--- config.mk ---
export PLATFORM = sky130hd
export DESIGN_NAME = key_matrix_scanner
export DESIGN_NICKNAME = d
export VERILOG_FILES = /design/src/design/key_scan_pkg.sv /design/src/design/key_matrix_scanner.sv /design/src/design/key_compare.sv
export SDC_FILE = /design/constraint.sdc
export NUM_CORES = 1
export LEC_CHECK = 0
export BUFFER_PORTS_ARGS = -buffer_cell sky130_fd_sc_hd__buf_4
export CORE_MARGIN = 2
export CORE_UTILIZATION = 51
export CTS_CLUSTER_DIAMETER = 100
export DETAILED_ROUTE_END_ITERATION = 12
export HOLD_SLACK_MARGIN = 0.08
export MAX_ROUTING_LAYER = met4
export PLACE_DENSITY = 0.81
export SYNTH_ARGS = -nofsm -noshare
export SYNTH_HDL_FRONTEND = slang
export SYNTH_SLANG_ARGS = --single-unit
--- constraint.sdc ---
create_clock -name aclk -period 2 [get_ports aclk]
set_input_delay 0.1 -clock aclk [delete_from_list [all_inputs] [get_ports aclk]]
set_output_delay 0.1 -clock aclk [all_outputs]
set_load 0.005 [all_outputs]
--- src/design/key_scan_pkg.sv ---
// key_scan_pkg: register map, field layout, reset values and timing for the key matrix scanner
// assumes a 50 MHz aclk and a 32-bit axi4-lite register port
package key_scan_pkg;
  localparam int unsigned CLK_HZ = 50000000;
  // register byte offsets
  localparam logic [7:0] CTRL_OFS = 8'h00;
  localparam logic [7:0] FORMAT_OFS = 8'h04;
  localparam logic [7:0] PORT1_OFS = 8'h08;
  localparam logic [7:0] KEY_IN_OFS = 8'h0C;
  localparam logic [7:0] SCAN_DATA_OFS = 8'h10;
  localparam logic [7:0] STATUS_OFS = 8'h14;
  localparam logic [7:0] CONTROL_PORT_OFS = 8'h18;
  // control register fields
  localparam int unsigned THR_LSB = 0;
  localparam int unsigned REF_SEL_BIT = 3;
  localparam int unsigned HW_SCAN_BIT = 4;
  localparam int unsigned RET_EN_LSB = 8;
  localparam int unsigned WAIT_BIT = 12;
  // format register fields
  localparam int unsigned PULLUP_LSB = 0;
  localparam int unsigned FLOAT_LSB = 4;
  // port1 register fields
  localparam int unsigned P1_DATA_LSB = 0;
  localparam int unsigned P1_DIR_LSB = 4;
  // status register fields
  localparam int unsigned MON_LSB = 0;
  localparam int unsigned PTR_LSB = 4;
  localparam int unsigned WAKE_BIT = 8;
  // reset values
  localparam logic [31:0] CTRL_RST = 32'h0000_0000;
  localparam logic [31:0] FORMAT_RST = 32'h0000_0000;
  localparam logic [31:0] PORT1_RST = 32'h0000_0000;
  // timing: one return line is held low 80 us, a full line capture takes 2 ms
  localparam int unsigned RETURN_LOW_US = 80;
  localparam int unsigned LINE_CAPTURE_US = 2000;
  localparam int unsigned RETURN_LOW_CYC = RETURN_LOW_US * (CLK_HZ / 1000000);
  localparam int unsigned LINE_CAPTURE_CYC = LINE_CAPTURE_US * (CLK_HZ / 1000000);
  // input formats
  typedef enum logic [1:0] {
    FMT_PULL_DOWN = 2'b00,
    FMT_REF_PULLUP = 2'b01,
    FMT_SUPPLY_PULLUP = 2'b10,
    FMT_FLOAT = 2'b11
  } input_format_t;
  localparam logic [1:0] AXI_OKAY = 2'b00;
  localparam logic [1:0] AXI_SLVERR = 2'b10;
endpackage : key_scan_pkg

--- src/design/key_matrix_scanner.sv ---
// key_matrix_scanner: key matrix readout with software strobe, hardware segment scan and mixed use
// assumes key levels arrive already digitised in ninths of the selected reference, synchronous to aclk
//
// Implementation choices: the register offsets and the AXI4-Lite interface to the registers.
`timescale 1ns/10ps
module key_matrix_scanner #(
  parameter int unsigned INPUTS = 4,
  parameter int unsigned LINES = 4,
  parameter int unsigned LINE_CYC = key_scan_pkg::LINE_CAPTURE_CYC,
  parameter int unsigned LOW_CYC = key_scan_pkg::RETURN_LOW_CYC
) (
  input wire logic aclk,
  input wire logic aresetn,
  input wire logic [31:0] s_axi_awaddr,
  input wire logic s_axi_awvalid,
  output logic s_axi_awready,
  input wire logic [31:0] s_axi_wdata,
  input wire logic [3:0] s_axi_wstrb,
  input wire logic s_axi_wvalid,
  output logic s_axi_wready,
  output logic [1:0] s_axi_bresp,
  output logic s_axi_bvalid,
  input wire logic s_axi_bready,
  input wire logic [31:0] s_axi_araddr,
  input wire logic s_axi_arvalid,
  output logic s_axi_arready,
  output logic [31:0] s_axi_rdata,
  output logic [1:0] s_axi_rresp,
  output logic s_axi_rvalid,
  input wire logic s_axi_rready,
  input wire logic [INPUTS*3-1:0] key_level,
  output logic [LINES-1:0] segment_return_low,
  output logic [LINES-1:0] port1_out,
  output logic [LINES-1:0] port1_oe,
  output logic [INPUTS-1:0] input_pullup_select,
  output logic [INPUTS-1:0] input_float_select,
  output logic [2:0] threshold_select,
  output logic reference_select,
  output logic wake_up
);
  import key_scan_pkg::*;

  localparam int unsigned LW = $clog2(LINES);
  localparam int unsigned CW = $clog2(LINE_CYC + 1);

  logic [31:0] ctrl_q, format_q, port1_q;
  logic [LW-1:0] ptr_q, line_q;
  logic [CW-1:0] cyc_q;
  logic [INPUTS-1:0] scan_data_q [LINES];
  logic [INPUTS-1:0] above;
  logic aw_hold_q, w_hold_q;
  logic [7:0] awaddr_q;
  logic [31:0] wdata_q;
  logic [3:0] wstrb_q;
  logic do_write, do_read;
  logic wait_q, wake_q;

  // byte-lane merge used by the control, format and port1 registers
  function automatic logic [31:0] merge(input logic [31:0] old, input logic [31:0] nw, input logic [3:0] st);
    logic [31:0] r;
    r = old;
    for (int b = 0; b < 4; b++) begin
      if (st[b]) r[b*8 +: 8] = nw[b*8 +: 8];
    end
    return r;
  endfunction : merge

  // decode of one input's format pair
  function automatic input_format_t fmt_of(input logic [31:0] f, input int unsigned k);
    return input_format_t'({f[FLOAT_LSB + k], f[PULLUP_LSB + k]});
  endfunction : fmt_of

  wire hw_scan_on = ctrl_q[HW_SCAN_BIT];
  wire [2:0] thr = ctrl_q[THR_LSB +: 3];

  key_compare #(.INPUTS(INPUTS)) u_cmp (
    .aclk(aclk),
    .aresetn(aresetn),
    .threshold_select(thr),
    .key_level(key_level),
    .above_q(above)
  );

  // write address and data may arrive in either order; each is held until both are present
  assign do_write = aw_hold_q && w_hold_q && !s_axi_bvalid;
  always_ff @(posedge aclk) begin
    if (!aresetn) begin
      aw_hold_q <= 1'b0;
      w_hold_q <= 1'b0;
      awaddr_q <= 8'h00;
      wdata_q <= 32'h0000_0000;
      wstrb_q <= 4'h0;
      s_axi_awready <= 1'b0;
      s_axi_wready <= 1'b0;
    end else begin
      s_axi_awready <= !aw_hold_q && !s_axi_awready && s_axi_awvalid;
      s_axi_wready <= !w_hold_q && !s_axi_wready && s_axi_wvalid;
      if (s_axi_awvalid && s_axi_awready) begin
        aw_hold_q <= 1'b1;
        awaddr_q <= s_axi_awaddr[7:0];
      end else if (do_write) begin
        aw_hold_q <= 1'b0;
      end
      if (s_axi_wvalid && s_axi_wready) begin
        w_hold_q <= 1'b1;
        wdata_q <= s_axi_wdata;
        wstrb_q <= s_axi_wstrb;
      end else if (do_write) begin
        w_hold_q <= 1'b0;
      end
    end
  end

  // write response, unmapped or read-only addresses answer slverr
  always_ff @(posedge aclk) begin
    if (!aresetn) begin
      s_axi_bvalid <= 1'b0;
      s_axi_bresp <= AXI_OKAY;
    end else if (do_write) begin
      s_axi_bvalid <= 1'b1;
      s_axi_bresp <= (awaddr_q == CTRL_OFS || awaddr_q == FORMAT_OFS || awaddr_q == PORT1_OFS ||
                      awaddr_q == CONTROL_PORT_OFS) ? AXI_OKAY : AXI_SLVERR;
    end else if (s_axi_bready) begin
      s_axi_bvalid <= 1'b0;
    end
  end
  // every mode and format bit is its own flop
  always_ff @(posedge aclk) begin
    if (!aresetn) begin
      ctrl_q <= CTRL_RST;
      format_q <= FORMAT_RST;
      port1_q <= PORT1_RST;
    end else begin
      if (do_write && awaddr_q == CTRL_OFS) ctrl_q <= merge(ctrl_q, wdata_q, wstrb_q);
      if (do_write && awaddr_q == FORMAT_OFS) format_q <= merge(format_q, wdata_q, wstrb_q);
      if (do_write && awaddr_q == PORT1_OFS) port1_q <= merge(port1_q, wdata_q, wstrb_q);
    end
  end

  // one read at a time; the data is captured one cycle after arready
  assign do_read = s_axi_arvalid && s_axi_arready;
  always_ff @(posedge aclk) begin
    if (!aresetn) begin
      s_axi_arready <= 1'b0;
    end else begin
      s_axi_arready <= !s_axi_arready && !s_axi_rvalid && s_axi_arvalid;
    end
  end

  always_ff @(posedge aclk) begin
    if (!aresetn) begin
      s_axi_rvalid <= 1'b0;
      s_axi_rdata <= 32'h0000_0000;
      s_axi_rresp <= AXI_OKAY;
    end else if (do_read) begin
      s_axi_rvalid <= 1'b1;
      s_axi_rresp <= AXI_OKAY;
      unique case (s_axi_araddr[7:0])
        CTRL_OFS: s_axi_rdata <= ctrl_q;
        FORMAT_OFS: s_axi_rdata <= format_q;
        PORT1_OFS: s_axi_rdata <= port1_q;
        // key input port reads the live comparison
        // port-strobed keys through key input port
        KEY_IN_OFS: s_axi_rdata <= {{(32-INPUTS){1'b0}}, above};
        // segment keys through scan data port
        SCAN_DATA_OFS: s_axi_rdata <= {{(32-INPUTS){1'b0}}, scan_data_q[ptr_q]};
        // monitor shows the line under capture
        STATUS_OFS: s_axi_rdata <= {23'h0, wake_q, {(4-LW){1'b0}}, ptr_q, {(4-LW){1'b0}}, line_q};
        CONTROL_PORT_OFS: s_axi_rdata <= {{(32-LW){1'b0}}, ptr_q};
        default: begin
          s_axi_rdata <= 32'h0000_0000;
          s_axi_rresp <= AXI_SLVERR;
        end
      endcase
    end else if (s_axi_rready) begin
      s_axi_rvalid <= 1'b0;
    end
  end

  // pointer steps on scan data or control port read; a control port write loads the written value plus one
  always_ff @(posedge aclk) begin
    if (!aresetn) begin
      ptr_q <= '0;
    end else if (do_write && awaddr_q == CONTROL_PORT_OFS) begin
      ptr_q <= wdata_q[LW-1:0] + LW'(1);
    end else if (do_read && (s_axi_araddr[7:0] == SCAN_DATA_OFS || s_axi_araddr[7:0] == CONTROL_PORT_OFS)) begin
      ptr_q <= ptr_q + LW'(1);
    end
  end

  always_ff @(posedge aclk) begin
    if (!aresetn || !hw_scan_on) begin
      cyc_q <= '0;
      line_q <= '0;
    end else if (cyc_q == CW'(LINE_CYC - 1)) begin
      cyc_q <= '0;
      line_q <= (line_q == LW'(LINES - 1)) ? '0 : line_q + LW'(1);
    end else begin
      cyc_q <= cyc_q + CW'(1);
    end
  end

  // latch compare at end of the low window
  // pressed key or jumper latches one
  always_ff @(posedge aclk) begin
    if (!aresetn) begin
      for (int l = 0; l < LINES; l++) scan_data_q[l] <= '0;
    end else if (hw_scan_on && cyc_q == CW'(LOW_CYC - 1)) begin
      // a press pulls the input below threshold, so a low compare means pressed
      for (int k = 0; k < INPUTS; k++) begin
        if (fmt_of(format_q, k) != FMT_PULL_DOWN) scan_data_q[line_q][k] <= !above[k];
      end
    end
  end

  // decoder holds selected return low 80 us
  always_ff @(posedge aclk) begin
    if (!aresetn) begin
      segment_return_low <= '0;
    end else begin
      for (int l = 0; l < LINES; l++) begin
        segment_return_low[l] <= hw_scan_on && line_q == LW'(l) && cyc_q < CW'(LOW_CYC);
      end
    end
  end

  // port1 strobes driven where direction output, whatever the return enable field
  // line levels come from port1 data
  always_ff @(posedge aclk) begin
    if (!aresetn) begin
      port1_out <= '0;
      port1_oe <= '0;
    end else begin
      port1_out <= port1_q[P1_DATA_LSB +: LINES];
      port1_oe <= port1_q[P1_DIR_LSB +: LINES];
    end
  end

  always_ff @(posedge aclk) begin
    if (!aresetn) begin
      input_pullup_select <= '0;
      input_float_select <= '0;
      threshold_select <= '0;
      reference_select <= 1'b0;
    end else begin
      input_pullup_select <= format_q[PULLUP_LSB +: INPUTS];
      input_float_select <= format_q[FLOAT_LSB +: INPUTS];
      threshold_select <= thr;
      reference_select <= ctrl_q[REF_SEL_BIT];
    end
  end

  // wake_up raised by a high on a pull-down input while waiting; the wait bit stays set
  always_ff @(posedge aclk) begin
    if (!aresetn) begin
      wait_q <= 1'b0;
      wake_q <= 1'b0;
      wake_up <= 1'b0;
    end else begin
      wait_q <= ctrl_q[WAIT_BIT];
      wake_up <= 1'b0;
      for (int k = 0; k < INPUTS; k++) begin
        // a level of 0.6 supply is code 5 or more in ninths
        if (wait_q && fmt_of(format_q, k) == FMT_PULL_DOWN && key_level[k*3 +: 3] >= 3'h5) begin
          wake_up <= 1'b1;
        end
      end
      if (wake_up) wake_q <= 1'b1;
      else if (do_read && s_axi_araddr[7:0] == STATUS_OFS) wake_q <= 1'b0;
    end
  end
endmodule : key_matrix_scanner

--- src/design/key_compare.sv ---
// key_compare: one registered comparator per key input against threshold_select
// assumes key_level carries each input's sampled level as a 3-bit ninths code
`timescale 1ns/10ps
module key_compare #(
  parameter int unsigned INPUTS = 4
) (
  input wire logic aclk,
  input wire logic aresetn,
  input wire logic [2:0] threshold_select,
  input wire logic [INPUTS*3-1:0] key_level,
  output logic [INPUTS-1:0] above_q
);
  import key_scan_pkg::*;
  genvar i;
  generate
    for (i = 0; i < INPUTS; i++) begin : g_cmp
      always_ff @(posedge aclk) begin
        if (!aresetn) begin
          above_q[i] <= 1'b0;
        end else begin
          above_q[i] <= key_level[i*3 +: 3] > threshold_select;
        end
      end
    end
  endgenerate
endmodule : key_compare

* Word-level counts from Yosys, hierarchy flattened
Memories as Yosys holds them, arrays and structs flattened. A register that Yosys moved wholly into a read port is not among the register bits.
Cells that the tools add are included.
** Operators by class
- $add $sub $neg :: 4
- $lt $le $gt $ge :: 9
- Equal/unequal tests :: 14
- Mux-type cells :: 41
- Reductions and logical operators :: 84
** Operators with widths (count)
- 32-bit case mux with 7 select lines :: 1
- 1-bit logical AND :: 34
- 8-bit by 5-bit equality test with 1-bit output (second input constant) :: 4
- 1-bit 2-to-1 mux :: 30
- 8-bit by 4-bit equality test with 1-bit output (second input constant) :: 3
- 2-bit AND reduction :: 12
- 2-bit nonzero test :: 10
- 17-bit by 1-bit adder with 17-bit output (second input constant) :: 1
- 17-bit by 12-bit equality test with 1-bit output (second input constant) :: 1
- 17-bit equality test (second input constant) :: 1
- 17-bit by 12-bit less-than comparator with 1-bit output (second input constant) :: 1
- 8-bit by 3-bit equality test with 1-bit output (second input constant) :: 2
- 8-bit logical NOT :: 2
- 2-bit 2-to-1 mux :: 8
- 1-bit logical NOT :: 13
- 3-bit greater-or-equal comparator (second input constant) :: 4
- 3-bit greater-than comparator :: 4
- 2-bit logical NOT :: 5
- 4-bit 2-to-1 mux :: 2
- 7-bit OR reduction :: 1
- 2-bit by 1-bit adder with 2-bit output (second input constant) :: 3
- 1-bit logical OR :: 5
- 2-bit equality test (second input constant) :: 2
- 4-bit OR reduction :: 1
- 2 further kinds :: 2
** Word-level totals
- Register bits :: 235
- Bits in writable memories :: 16
- Bits of input ports :: 119
- Output and inout bits :: 66
- Logic and storage cells :: 195
- Memories kept :: 1
** Memory list
- scan_data_q :: depth 4, width 4, read ports 1, clocked after Yosys merged registers in 1, wr ports 4, line key_matrix_scanner.sv:49 : logic [INPUTS-1:0] scan_data_q [LINES];

* Depth between registers and ports, before layout
- Word-level depth :: 7
- Gate-level depth with buffers :: 8
- Depth with buffers taken out :: 6

* By module
A second synthesis with hierarchy kept.
** Unflattened totals
- Cells, all modules :: 1126
- Area, all modules :: 10533.9 µm²
** Modules (own cells, without submodules)
- key_matrix_scanner :: instances 1, cells each 1087, area each 10172.3 µm²
- key_compare :: instances 1, cells each 39, area each 361.6 µm²

* Worst setup path before layout
Ideal clock, no wire load.
- Path type :: reg-to-reg
- Start point :: register cyc_q[0]
- End point :: memory scan_data_q[0][2], data pin
- Arrival time :: 1740 ps
- Required time :: 1824 ps
- Path slack :: 83 ps
- Stages on the path, launching flop included :: 9
- Buffers on the path :: 3
- Cells stage by stage :: dfxtp_1 > ha_1 > and4_1 > buf_2 > and3_1 > clkbuf_1 > nand3_1 > clkbuf_1 > nor4_1
** RTL lines
- start, declared :: line key_matrix_scanner.sv:48 : logic [CW-1:0] cyc_q;
- start signal, assigned :: line key_matrix_scanner.sv:199 : cyc_q <= cyc_q + CW'(1);
- end, declared :: line key_matrix_scanner.sv:49

* Worst setup path after layout
- Start point :: register ctrl_q[1]
- End point :: register u_cmp.above_q[0]
** On the way
- Longest elaborated chain between the ends :: 1
** RTL lines
- start, declared :: line key_matrix_scanner.sv:46 : logic [31:0] ctrl_q, format_q, port1_q;
- start signal, assigned :: line key_matrix_scanner.sv:134 : if (do_write && awaddr_q == CTRL_OFS) ctrl_q <= merge(ctrl_q, wdata_q, wstrb_q);
- 3-bit greater-than comparator :: line key_compare.sv:21 : above_q[i] <= key_level[i*3 +: 3] > threshold_select;
- end signal, assigned by index :: line key_compare.sv:21
- end, declared :: line key_compare.sv:11 : output logic [INPUTS-1:0] above_q
Every way passes these cells.
A chain may end at the register's enable or synchronous reset.

==> impl_metrics.py <==
metrics = {
    "floorplan": {
        "die_x_um": 149,
        "ios": 185,
        "die_area_um2": 22100,
        "die_y_um": 149,
        "rows": 52,
        "core_area_um2": 20400,
        "start_util": 0.523,
    },
    "drt": {
        "routed-via-count": 9447,
        "ant_nets": 0,
        "vias_per_cell": 5.74,
        "firstDrtPassIters": 8,
        "post_drt_wl_per_cell_um": 17.6,
        "wl_mm": 28.9,
        "remaining_drc_errors": 0,
        "drtIter0Drc": 768,
    },
    "synth": {
        "synth_cell_types": 57,
        "synth.top_cell.area_share": 0.441,
        "netlist_instances": 1141,
        "synth_most_common_cell": "dfxtp_1",
        "synth_ff_type": "dfxtp_1",
        "ys_seq_area_frac": 0.486,
        "synth_top_cell_by_area": "dfxtp_1",
        "synth_edf_count": 16,
        "synth_area_um2": 10700,
        "yosys-top-cells-count": "235 x dfxtp_1, 162 x nand2_1, 129 x nor2_1",
        "syn_area_per_cell_um2": 9.34,
        "synth_area_leaders": "dfxtp_1 44%, mux2i_1 12%, nand2_1 5.7%",
        "yosys_warnings": 0,
        "async_reset_ff_frac": 0,
        "ys_ff_latch": 251,
    },
    "timing": {
        "period_share": 0.958,
        "finalSetupViolations": 0,
        "slew_viol_final": 0,
        "tightest_slew_ns": 0.645,
        "slew_headroom": 0.567,
        "finalSetupTns_ns": 0,
        "rsz0062_at_grt": "false",
        "fin_crit_ns": 1.92,
        "final_hold_viol_count": 0,
        "clock.fmax_ghz": 0.522,
        "skew_ns": 0.00751,
    },
    "clock_tree": {
        "cts_buffers": 25,
        "clk_latency_ns": 0.53,
        "cts_tree": "yes",
        "cts_buffer_depth": 3,
        "clk_pin_slew_ns": 0.07,
        "root_buffer": "clkbuf_16",
        "h-tree-depth": 1,
        "clock-sinks": 251,
    },
    "setup_path": {
        "cp.required_ns": 2.42,
        "path_class": "flop to flop",
        "cp_data_arrival_time_ns": 2.33,
        "start_kind": "flop",
        "crit_fanout": 5,
        "end_kind": "flop",
        "max_stage_delay_ns": 0.56,
        "critPathSlowestCell": "dlygate4sd3_1",
        "crit_chain": "inv_2 > ha_1 > a21o_1 > a21oi_1 > a311oi_1 > dlygate4sd3_1",
    },
    "cells_and_area": {
        "fillCellCount": 1478,
        "drive_gt1_frac": 0.188,
        "nNetsFinal": 1493,
        "final_cells": 1645,
        "post-route-util": 0.681,
        "antenna_cells": 0,
        "area_growth_syn_to_layout_pct": 30.2,
    },
    "global_route": {
        "antenna_found_initial": 0,
        "grt_pass1_vias": 9054,
        "track_usage": 0.263,
        "grt_overflow_total": 0,
        "grt_pass1_wl_mm": 45.6,
        "grt_max_degree": 75,
    },
    "place": {
        "dp.final_hpwl_mm": 18.2,
        "dp.cells": 1516,
        "place.gp.congestion": 0.927,
        "io_buffers": 134,
    },
    "hold_path": {
        "min_path_type": "input pin to flop",
    },
    "power": {
        "powerDensity_nw_per_um2": 770,
        "ir_worst_vdd_uv": 677,
        "p_leak_nw": 5.67,
        "p_total_w": 0.0107,
    },
    "run_status": {
        "status": "completed",
    },
    "flow_run": {
        "maxCapViolations": 0,
    },
}
## routing by layer
layer / global-route usage / wire [µm] / vias up
met2: 0.443 / 14300 / 371
li1: - / - / 4444
met4: 0.113 / 1060 / 0
met5: - / 0 / -
met1: 0.315 / 11700 / 4549
met3: 0.0399 / 1880 / 83
## what timing repair did
action / 4_1_cts / 5_1_grt
setup endpoints to repair: 0 / 19
gates resized for setup: 0 / 6
hold buffers: 82 / 0
hold endpoints to repair: 80 / 0
buffers inserted: 0 / 2
## path summary, 6_finish.rpt
check | startpoint | to | slack (ns) | cells after the start
worst max-delay path | ctrl_q[1]$_SDFFE_PN0P_ | u_cmp.above_q[0]$_SDFF_PN0_ | 0.08 | 6
worst max register to register | ctrl_q[1]$_SDFFE_PN0P_ | u_cmp.above_q[0]$_SDFF_PN0_ | 0.08 | 6
worst min register to register | format_q[18]$_SDFFE_PN0P_ | format_q[18]$_SDFFE_PN0P_ | 0.46 | 2
worst min-delay path | s_axi_araddr[5] | wake_q$_SDFFE_PN0P_ | 0.12 | 6
## worst max-delay path: cells and delay by family, from the launching register on
| family | cells | cell delay [ns] |
|---|---|---|
| compound gates | 3 | 0.43 |
| fa+ha+maj | 1 | 0.33 |
| buf+inv | 2 | 0.67 |
| flops | 1 | 0.37 |
## state kept, by name (all words and copies together) (netlist names), 4 cells and up, named ones only
name                 cells
ctrl_q                  32
format_q                32
port1_q                 32
s_axi_rdata             32
wdata_q                 32
cyc_q                   17
scan_data_q             16
awaddr_q                 8
input_float_select       4
input_pullup_select      4
port1_oe                 4
port1_out                4
segment_return_low       4
u_cmp.above_q            4
wstrb_q                  4
## power by group
part | leakage (nW) | switching (W) | internal (W)
sequential | 2.05 | 0.0000632 | 0.00511
combinational | 3.18 | 0.000328 | 0.000311
clock | 0.437 | 0.00195 | 0.00292
total | 5.67 | 0.00234 | 0.00834
## layout make-up
class                           count  area (µm²)  area share
Clock buffer                       36         768      0.0554
Clock inverter                      9        98.8     0.00712
Inverter                           30         115     0.00830
Multi-Input combinational cell    787        5080       0.366
Sequential cell                   251        5190       0.374
Tap cell                          270         338      0.0243
Timing Repair Buffer              262        2280       0.165
## logic make-up (layout without fill, tap and decap cells)
logic type / count (synthesis) / after routing / share of synthesized area
AOI/OAI and AO/OA: 183 / 183 / 0.109
xor gates and xnor gates: 15 / 15 / 0.0123
adders and majority gates: 17 / 17 / 0.0200
buffers and inverters: 104 / 337 / 0.0389
DFF: 251 / 251 / 0.486
muxes: 135 / 135 / 0.132
other: 1 / 2 / 0.000352
and+or+nand+nor: 435 / 435 / 0.201
## cell usage in the layout, fill, tap and decap left out, types with 6 or more instances in the layout
cell / Yosys / routed
dfxtp_1: 235 / 233
buf_4: 2 / 171
nand2_1: 162 / 162
nor2_1: 129 / 129
mux2i_1: 124 / 124
dlygate4sd3_1: 0 / 82
a21oi_1: 66 / 66
o21ai_0: 32 / 32
nand3_1: 32 / 32
inv_1: 30 / 28
a22oi_1: 28 / 28
clkbuf_16: 0 / 26
o2bb2ai_1: 24 / 24
and2_1: 18 / 18
ha_1: 17 / 17
edfxtp_1: 16 / 16
nand4_1: 15 / 15
xor2_1: 14 / 14
nor4_1: 14 / 12
buf_12: 0 / 9
nor3_1: 8 / 8
nand4_2: 8 / 8
clkbuf_8: 0 / 8
mux2_2: 7 / 7
nor4b_1: 8 / 7
and3_1: 7 / 6
a31oi_1: 6 / 6
clkinv_2: 0 / 6
## stage by stage
step                      hold slack, ns  worst slack (ns)  cell area, µm²
final                              0.115            0.0848           13900
after global routing               0.172            0.0103           13900
after CTS                         0.0881            0.0791           13800
after detailed placement           0.357             0.124           12200
after global placement             0.348             0.177           12200
after floorplan                    0.218            0.0834           10700
(Power assumes the default switching activity.)
